## src/verilog/pcfg_params.svh

```systemverilog
// Purpose: Offsets, field positions, reset values and codes of the port config space
// Assumes: Byte offsets within a 4 KB configuration space per device
// Notes: Capability placement below 0x100 is a local layout choice
`ifndef PCFG_PARAMS_SVH
`define PCFG_PARAMS_SVH
`define PCFG_NUM_DEV 8
`define PCFG_SB_DEV 3'h0
`define PCFG_FIRST_PORT 3'h2
`define PCFG_OFF_CMD 12'h004
`define PCFG_OFF_CAPPTR 12'h034
`define PCFG_OFF_MSI 12'h050
`define PCFG_OFF_PEX 12'h060
`define PCFG_OFF_HP 12'h070
`define PCFG_OFF_WSEL 12'h074
`define PCFG_OFF_WDAT 12'h078
`define PCFG_OFF_EXT 12'h100
`define PCFG_ID_MSI 8'h05
`define PCFG_ID_PEX 8'h10
`define PCFG_ID_HP 8'h0c
`define PCFG_EXT_ID 16'h0001
`define PCFG_EXT_VER 4'h1
`define PCFG_CMD_RESET 16'h0000
`define PCFG_CMD_INHIBIT 10
`define PCFG_WRK_DEPTH 8
`define PCFG_ALL_ONES 32'hffff_ffff
`endif

```

## src/verilog/pcfg_pkg.sv

```systemverilog
// Purpose: Types shared by the port config space modules
// Assumes: Nothing beyond the header
// Notes: Width codes are ordered so a compare finds x8 or wider
package pcfg_pkg;
  typedef enum logic [1:0] {w_x4, w_x8, w_x16} pcfg_width_t;
endpackage : pcfg_pkg

```

## src/verilog/pcfg_cmd_if.sv

```systemverilog
// Purpose: Carrier between the decoder and the command register bank
// Assumes: Single clock domain
// Notes: Read is combinational; the top registers the answer
`timescale 1ns/1ps
interface pcfg_cmd_if;
  logic wr_en;
  logic [2:0] wr_dev;
  logic [15:0] wr_data;
  logic [1:0] wr_be;
  logic [2:0] rd_dev;
  logic [15:0] rd_data;
  logic [7:0] inhibit;
  modport bank (input wr_en, wr_dev, wr_data, wr_be, rd_dev, output rd_data, inhibit);
  modport user (output wr_en, wr_dev, wr_data, wr_be, rd_dev, input rd_data, inhibit);
endinterface : pcfg_cmd_if

```

## src/verilog/pcfg_cmd_bank.sv

```systemverilog
// Purpose: One command register per device, only the interrupt inhibit bit stored
// Assumes: Writes arrive already decoded to a valid device
// Notes: Other command bits are outside this block and read as zero here
`timescale 1ns/1ps
`include "pcfg_params.svh"
module pcfg_cmd_bank (
  // Clock and reset
  input wire logic sys_clk,
  input wire logic rst_n,
  // Decoder side
  pcfg_cmd_if.bank cmd
);
  logic [7:0] inh_q;
  logic [7:0] inh_d;

  always_comb begin
    inh_d = inh_q;
    // Bit 10 lives in the upper byte lane
    if (cmd.wr_en && cmd.wr_be[1]) begin
      inh_d[cmd.wr_dev] = cmd.wr_data[`PCFG_CMD_INHIBIT];
    end
  end

  always_ff @(posedge sys_clk) begin
    if (!rst_n) begin
      inh_q <= 8'h00;
    end else begin
      inh_q <= inh_d;
    end
  end

  // Bits 15:11 and all others read zero
  always_comb begin
    cmd.rd_data = 16'h0000;
    cmd.rd_data[`PCFG_CMD_INHIBIT] = inh_q[cmd.rd_dev];
  end
  assign cmd.inhibit = inh_q;
endmodule : pcfg_cmd_bank

```

## src/verilog/pcfg_port_space.sv

```systemverilog
// Purpose: Per-port config space decode, link merging and legacy interrupt gate
// Assumes: All inputs come from logic on sys_clk; one access per cycle per port
// Notes: Answers come one cycle after the request
`timescale 1ns/1ps
`include "pcfg_params.svh"
module pcfg_port_space #(
  parameter int WRK_DEPTH = `PCFG_WRK_DEPTH
) (
  // Clock and reset
  input wire logic sys_clk,
  input wire logic rst_n,
  // Link training results
  input wire logic train_done,
  input wire logic [7:0][1:0] train_width,
  // Configuration access
  input wire logic cfg_req,
  input wire logic cfg_we,
  input wire logic cfg_ext,
  input wire logic [2:0] cfg_dev,
  input wire logic [11:0] cfg_off,
  input wire logic [3:0] cfg_be,
  input wire logic [31:0] cfg_wdata,
  output logic cfg_ack_q,
  output logic cfg_abort_q,
  output logic [31:0] cfg_rdata_q,
  // Non-configuration access
  input wire logic acc_req,
  input wire logic acc_we,
  input wire logic [2:0] acc_dev,
  output logic acc_ack_q,
  output logic acc_abort_q,
  output logic [31:0] acc_rdata_q,
  output logic [7:0] acc_fwd_q,
  // Interrupt sources and upstream requests
  input wire logic [7:0] port_err_evt,
  input wire logic [7:0] root_err_msg,
  input wire logic [7:0] hotplug_powermgmt_events_evt,
  input wire logic legacy_mode,
  input wire logic [7:0] dn_msg,
  output logic [7:0] hub_intx_q,
  output logic [7:0] msg_fwd_q,
  // Status
  output logic [7:0] port_absorbed_q
);
  localparam int SW = $clog2(WRK_DEPTH);

  pcfg_cmd_if cmd_if ();
  pcfg_cmd_bank u_bank (.sys_clk(sys_clk), .rst_n(rst_n), .cmd(cmd_if));

  // Link width capture, once per reset
  pcfg_pkg::pcfg_width_t width_q [8];
  pcfg_pkg::pcfg_width_t width_d [8];
  logic trained_q, trained_d;
  logic [7:0] absorbed;

  always_comb begin
    trained_d = trained_q | train_done;
    for (int i = 0; i < 8; i++) begin
      width_d[i] = width_q[i];
      if (train_done && !trained_q) begin
        width_d[i] = pcfg_pkg::pcfg_width_t'(train_width[i]);
      end
    end
    width_d[0] = pcfg_pkg::w_x4;
  end

  always_ff @(posedge sys_clk) begin
    if (!rst_n) begin
      trained_q <= 1'b0;
      for (int i = 0; i < 8; i++) begin
        width_q[i] <= pcfg_pkg::w_x4;
      end
    end else begin
      trained_q <= trained_d;
      width_q <= width_d;
    end
  end

  // Ports 3, 5 and 7 join their even lead at x8 or wider, port 1 never; ports 5..7 join port 4 at x16
  genvar g;
  generate
    for (g = 0; g < 8; g++) begin : g_merge
      if (g == 0 || g == 1 || g == 2 || g == 4) begin : g_lead
        assign absorbed[g] = 1'b0;
      end else if (g == 3) begin : g_pair
        assign absorbed[g] = width_q[2] != pcfg_pkg::w_x4;
      end else begin : g_quad
        assign absorbed[g] = width_q[4] == pcfg_pkg::w_x16 ||
                             (g % 2 == 1 && width_q[g-1] != pcfg_pkg::w_x4);
      end
    end
  endgenerate

  // Configuration decode
  logic dev_ok;
  logic [11:0] off_w;
  logic [SW-1:0] sel_q [8];
  logic [SW-1:0] sel_d [8];
  logic [31:0] wrk_q [8][WRK_DEPTH];
  logic [31:0] wrk_d [8][WRK_DEPTH];
  logic [31:0] rdata_d;
  logic abort_d;

  assign dev_ok = cfg_dev != 3'h1;
  assign off_w = {cfg_off[11:2], 2'b00};
  assign cmd_if.rd_dev = cfg_dev;
  assign cmd_if.wr_dev = cfg_dev;
  assign cmd_if.wr_data = cfg_wdata[15:0];
  assign cmd_if.wr_be = cfg_be[1:0];
  // Absorbed ports take config writes too
  assign cmd_if.wr_en = cfg_req && cfg_we && dev_ok && off_w == `PCFG_OFF_CMD;

  always_comb begin
    sel_d = sel_q;
    wrk_d = wrk_q;
    rdata_d = 32'h0000_0000;
    abort_d = 1'b0;
    if (cfg_req && !dev_ok) begin
      rdata_d = `PCFG_ALL_ONES;
      abort_d = 1'b1;
    end else if (cfg_req && off_w >= `PCFG_OFF_EXT && !cfg_ext) begin
      rdata_d = 32'h0000_0000;
    end else if (cfg_req) begin
      case (off_w)
        `PCFG_OFF_CMD: rdata_d = {16'h0000, cmd_if.rd_data};
        // Pointers fit one byte below 0x100
        `PCFG_OFF_CAPPTR: rdata_d = {24'h00_0000, 8'(`PCFG_OFF_MSI)};
        `PCFG_OFF_MSI: rdata_d = {16'h0000, 8'(`PCFG_OFF_PEX), `PCFG_ID_MSI};
        `PCFG_OFF_PEX: rdata_d = {16'h0000, 8'(`PCFG_OFF_HP), `PCFG_ID_PEX};
        `PCFG_OFF_HP: rdata_d = {24'h00_0000, `PCFG_ID_HP};
        `PCFG_OFF_WSEL: begin
          rdata_d = 32'(sel_q[cfg_dev]);
          if (cfg_we && cfg_be[0]) begin
            sel_d[cfg_dev] = cfg_wdata[SW-1:0];
          end
        end
        `PCFG_OFF_WDAT: begin
          rdata_d = wrk_q[cfg_dev][sel_q[cfg_dev]];
          if (cfg_we) begin
            for (int b = 0; b < 4; b++) begin
              if (cfg_be[b]) begin
                wrk_d[cfg_dev][sel_q[cfg_dev]][b*8 +: 8] = cfg_wdata[b*8 +: 8];
              end
            end
          end
        end
        // Only extended entry, so its next pointer ends the list
        `PCFG_OFF_EXT: rdata_d = {12'h000, `PCFG_EXT_VER, `PCFG_EXT_ID};
        default: rdata_d = 32'h0000_0000;
      endcase
    end
  end

  always_ff @(posedge sys_clk) begin
    if (!rst_n) begin
      cfg_ack_q <= 1'b0;
      cfg_abort_q <= 1'b0;
      cfg_rdata_q <= 32'h0000_0000;
      for (int i = 0; i < 8; i++) begin
        sel_q[i] <= '0;
        for (int j = 0; j < WRK_DEPTH; j++) begin
          wrk_q[i][j] <= 32'h0000_0000;
        end
      end
    end else begin
      cfg_ack_q <= cfg_req;
      cfg_abort_q <= abort_d;
      cfg_rdata_q <= rdata_d;
      sel_q <= sel_d;
      wrk_q <= wrk_d;
    end
  end

  // Non-configuration access and interrupt gating
  logic acc_bad;
  logic [7:0] fwd_d, intx_d;
  assign acc_bad = absorbed[acc_dev] || acc_dev == 3'h1;

  always_comb begin
    fwd_d = 8'h00;
    if (acc_req && !acc_bad) begin
      fwd_d[acc_dev] = 1'b1;
    end
    // Hot-plug and power events count only in legacy mode
    intx_d = (port_err_evt | root_err_msg | (hotplug_powermgmt_events_evt & {8{legacy_mode}})) &
             ~cmd_if.inhibit;
  end

  always_ff @(posedge sys_clk) begin
    if (!rst_n) begin
      acc_ack_q <= 1'b0;
      acc_abort_q <= 1'b0;
      acc_rdata_q <= 32'h0000_0000;
      acc_fwd_q <= 8'h00;
      hub_intx_q <= 8'h00;
      msg_fwd_q <= 8'h00;
      port_absorbed_q <= 8'h00;
    end else begin
      acc_ack_q <= acc_req;
      acc_abort_q <= acc_req && acc_bad;
      acc_rdata_q <= (acc_req && acc_bad) ? `PCFG_ALL_ONES : 32'h0000_0000;
      acc_fwd_q <= fwd_d;
      hub_intx_q <= intx_d;
      msg_fwd_q <= dn_msg;
      port_absorbed_q <= absorbed;
    end
  end
endmodule : pcfg_port_space
```

## config.mk

```make
export PLATFORM = sky130hd
export DESIGN_NAME = pcfg_port_space
export DESIGN_NICKNAME = d
export VERILOG_FILES = /design/src/verilog/pcfg_pkg.sv /design/src/verilog/pcfg_cmd_if.sv /design/src/verilog/pcfg_cmd_bank.sv /design/src/verilog/pcfg_port_space.sv
export VERILOG_INCLUDE_DIRS = /design/src /design/src/verilog
export SDC_FILE = /design/constraint.sdc
export NUM_CORES = 2
export LEC_CHECK = 0
export BUFFER_PORTS_ARGS = -buffer_cell sky130_fd_sc_hd__buf_2
export CAP_MARGIN = 20
export CORE_UTILIZATION = 38
export CTS_CLUSTER_DIAMETER = 40
export DETAILED_ROUTE_END_ITERATION = 6
export PLACE_DENSITY_LB_ADDON = 0.05
export SLEW_MARGIN = 20
export SYNTH_ARGS = -nofsm -noshare
export SYNTH_HDL_FRONTEND = slang
export SYNTH_SLANG_ARGS = --single-unit
export TNS_END_PERCENT = 5
```

## constraint.sdc

```tcl
create_clock -name sys_clk -period 3.6 [get_ports sys_clk]
set_input_delay 0.36 -clock sys_clk [delete_from_list [all_inputs] [get_ports sys_clk]]
set_output_delay 0.36 -clock sys_clk [all_outputs]
set_load 0.05 [all_outputs]
```

==> metrics.md <==
| Metric | Value |
|---|---|
| Finished Cell Area | 118100 um^2 |
| Worst hold path cell count | 3 |
| Via count of the first global-routing pass | 74643 |
| Row cnt | approximately 180 |
| Tot GR Track Use | between 20% and 30% |
| Number of enable flip-flop cells after synthesis | 0 |
| Type of element capturing the critical path | register |
| Clock skew | 74.21 ps |
| Syn. warnings | 0 |
| Grt ovf | 0 |
| Synth Flop Type | sky130_fd_sc_hd__dfxtp_1 |
| Depth of the most critical reg-to-reg path | 9 |
| Routed wirelength normalized by instance count | 27.14 um |
| Worst setup path startpoint | sel_q[12] |
| Crit path kind | register to register |
| Number of ports placed on the die boundary | 211 |
| Sort of element at the start of the critical path | register |
| Count of unresolved DRC violations after routing | 0 |
| Final Cycle Share | 98.61% |
| Die boundary height | about 500 um |
| Fin Hold WS | 56.03 ps |
| Share of synthesized registers carrying an async set or reset | 0% |
| Cells along the critical path | mux4_2, mux2_4, buf_4, a221oi_1, a21oi_1, a22oi_1, o311a_1, o22ai_1, dlygate4sd3_1 |
| Worst slew margin relative to its limit | about 22% |
| MaxCap Viol Count | 0 |
| Clock H-tree levels | 5 |
| Port-buffer cells | 193 |
| Final Hold Vio Count | 0 |
| Fin Setup TNS | 0 ps |
| Area growth syn-to-layout | 23.89% |
| Area post-placement | 102600 um^2 |
| Slew Viols, Final | 0 |
| Post-synth top cells | sky130_fd_sc_hd__dfxtp_1, sky130_fd_sc_hd__mux2i_1, sky130_fd_sc_hd__nor2b_1, sky130_fd_sc_hd__nand2_1, sky130_fd_sc_hd__o21ai_0 |
| Post-Synthesis Mean Instance Area | about 10 um^2 |
| Total power after layout | 67.64 mW |
| Worst Min Path Start | cfg_wdata[31] |
| Critical path depth in cells | 9 |
| Number of endpoints failing setup at the final stage | 0 |
| Count of clock tree sinks | about 2200 |
| Clock latency on the worst-skew pair | 1010 ps |
| Fraction of final layout cells with drive strength greater than 1 | 19.02% |
| Instance count after placement with tap cells included | 12817 |
| Run status | completed |
| Fraction of synthesized cell area taken by the top area cell type | 45.17% |
| Std-Cell Core Area | 249100 um^2 |
| Min-delay worst type | primary input to register |
| Worst Path Arrival | 4380 ps |
| Die extent in x | approximately 500 um |
| Top fanout value on the critical path | 17 |
| Count of different cell masters after synthesis | 71 |
| Critical Path RT | 4430 ps |
| Final setup margin | roughly 50 ps |
| Die Outline Area | 252900 um^2 |
| TritonCTS clock tree | yes |
| Startpoint of the most critical register-to-register path | sel_q[12] |
| Max rail drop VDD | roughly 0.6 mV |
| Initial core utilization | 38.27% |
| Utilization after layout | 47.41% |
| Ranking of synthesized cells by area | sky130_fd_sc_hd__dfxtp_1, sky130_fd_sc_hd__mux2i_1, sky130_fd_sc_hd__nor2b_1, sky130_fd_sc_hd__a21boi_0, sky130_fd_sc_hd__o21ai_0 |
| Post-Syn Instances | 9634 |
| First-pass DRT Iterations | 6 |
| Final Non-Filler Cells | 13659 |
| Pleak | 38.57 nW |
| Detailed-route vias per instance | between 5 and 6 |
| Most common cell in the netlist | sky130_fd_sc_hd__dfxtp_1 |
| Worst Max-Slew Pin Slew | 1177 ps |
| Setup fix buffers added after clock tree synthesis | 0 |
| Peak per-stage delay on the critical path | 580 ps |
| Period minus WS final | 3550 ps |
| Largest net degree at the start of global routing | 267 |
| Synthesized cell area | 95340 um^2 |
| Drt total wl | about 370 mm |
| Final weighted congestion in routability-driven placement | 0.8421 |
| Slowest CP cell | sky130_fd_sc_hd__dlygate4sd3_1 |
| Pre-CTS setup slack | -131.0 ps |
| CTS-repair resized insts | 0 |
| Number of design-rule violations left by the first detailed-router iteration | 6295 |
| Final HPWL DP | 233.0 mm |
| Setup repair after global routing missed its margin | no |
| Leading area contributor after synthesis | sky130_fd_sc_hd__dfxtp_1 |
| Number of antenna violations at the first check in global routing | 28 |
| Maximum number of buffers from clock root to sink | 4 |
| Number of synthesized register bits | roughly 2200 |
| Dominant delay contributor by cell family on the critical path | compound AO/OA/AOI/OAI gates |
| Buffers plus inverters on the worst setup path | 2 |
| Sequential share of the synthesized area | 45.17% |
| Remaining antenna violation count | 0 |
| Count of nets after finishing | 10095 |
| Ratio of total power to cell area | 572.6 nW/um^2 |
| Root buf cell | sky130_fd_sc_hd__clkbuf_16 |
| FMAX | 281.7 MHz |
| DR vias | between 70000 and 80000 |
| Clock-pin slew reported for the worst setup and hold paths after clock tree synthesis | 60 ps |
| Global-route wire length before repair | 537.0 mm |
| Number of buffers created by CTS | around 420 |
power breakdown:
group          internal [mW]  switching, mW  total, mW
sequential              23.9         0.0160       23.9
clock                   27.2           13.7       40.8
combinational          0.850           2.04       2.89
total                   51.9           15.7       67.6
kinds of logic after synthesis:
family                 share of synthesized area (%)
AND/OR/NAND/NOR                                16.28
multiplexers                                   19.57
other                                       0.003933
flip-flops                                     45.17
buffers and inverters                          3.980
AO/OA/AOI/OAI                                  15.00
routing by layer:
| metal | routed length [um] | vias up | share of wire, % | global-route usage (%) |
|---|---|---|---|---|
| met1 | 171600 | 37579 | 46 | 39.54 |
| met2 | 167300 | 2177 | 45 | 45.50 |
| met3 | 19450 | 581 | 5.2 | 4.568 |
| met4 | 12200 | 14 | 3.3 | 9.547 |
| li1 | - | 34757 | - | - |
| met5 | 95 | - | 0.026 | 0 |
worst reg2reg max path: stages, from the launching register on:
cell and delay [ps]:
sky130_fd_sc_hd__dfxtp_1 310, sky130_fd_sc_hd__mux4_2 510, sky130_fd_sc_hd__mux2_4 440, sky130_fd_sc_hd__buf_4 350, sky130_fd_sc_hd__a221oi_1 270, sky130_fd_sc_hd__a21oi_1 190
sky130_fd_sc_hd__a22oi_1 440, sky130_fd_sc_hd__o311a_1 260, sky130_fd_sc_hd__o22ai_1 70, sky130_fd_sc_hd__dlygate4sd3_1 580
sequential cells by signal, summed over array words and instances (netlist names), 4 cells and up:
| register | cells |
|---|---|
| width_q | 6 |
| u_bank.cmd.inhibit | 8 |
| wrk_q | 2048 |
| sel_q | 24 |
| acc_fwd_q | 8 |
| port_absorbed_q | 4 |
| hub_intx_q | 8 |
| cfg_rdata_q | 32 |
| msg_fwd_q | 8 |
placed cells by master, fill, tap and decap left out, types with 114 or more instances in the layout:
cell | netlist | routed
sky130_fd_sc_hd__dfxtp_1 | 2151 | 2151
sky130_fd_sc_hd__mux2i_1 | 1496 | 1492
sky130_fd_sc_hd__nor2b_1 | 1372 | 1366
sky130_fd_sc_hd__nand2_1 | 610 | 607
sky130_fd_sc_hd__o21ai_0 | 598 | 598
sky130_fd_sc_hd__a21boi_0 | 478 | 478
sky130_fd_sc_hd__buf_4 | 53 | 443
sky130_fd_sc_hd__clkbuf_16 | 0 | 427
sky130_fd_sc_hd__a22oi_1 | 275 | 275
sky130_fd_sc_hd__and2_1 | 274 | 272
sky130_fd_sc_hd__a221oi_1 | 193 | 193
sky130_fd_sc_hd__buf_2 | 144 | 188
sky130_fd_sc_hd__nor2_1 | 186 | 179
sky130_fd_sc_hd__mux2_2 | 157 | 156
sky130_fd_sc_hd__nor2_2 | 136 | 139
sky130_fd_sc_hd__buf_12 | 0 | 114
final timing paths:
path | endpoint | slack, ps
worst min-delay path | wrk_q[1407] | 60
worst min register to register | hub_intx_q[1] | 400
worst max register to register | cfg_rdata_q[6] | 50
worst max-delay path | cfg_rdata_q[6] | 50
final cells by class:
| class | instances | area (um^2) |
|---|---|---|
| antenna | 5 | 12.51 |
| clock buffer | 520 | 11550 |
| clock inverter | 245 | 3217 |
| fill | 23328 | 131000 |
| inverter | 10 | 48.80 |
| multi-input combinational | 6577 | 48720 |
| sequential | 2151 | 43060 |
| tap | 3330 | 4167 |
| timing repair buffer | 821 | 7331 |
what timing repair did:
item | 4_1_cts | 5_1_grt
hold buffers | 69 | 2
setup endpoints to repair | 0 | 0
endpoints found under the hold margin | 288 | 23
No activity file was read; power rests on OpenSTA's default activity.
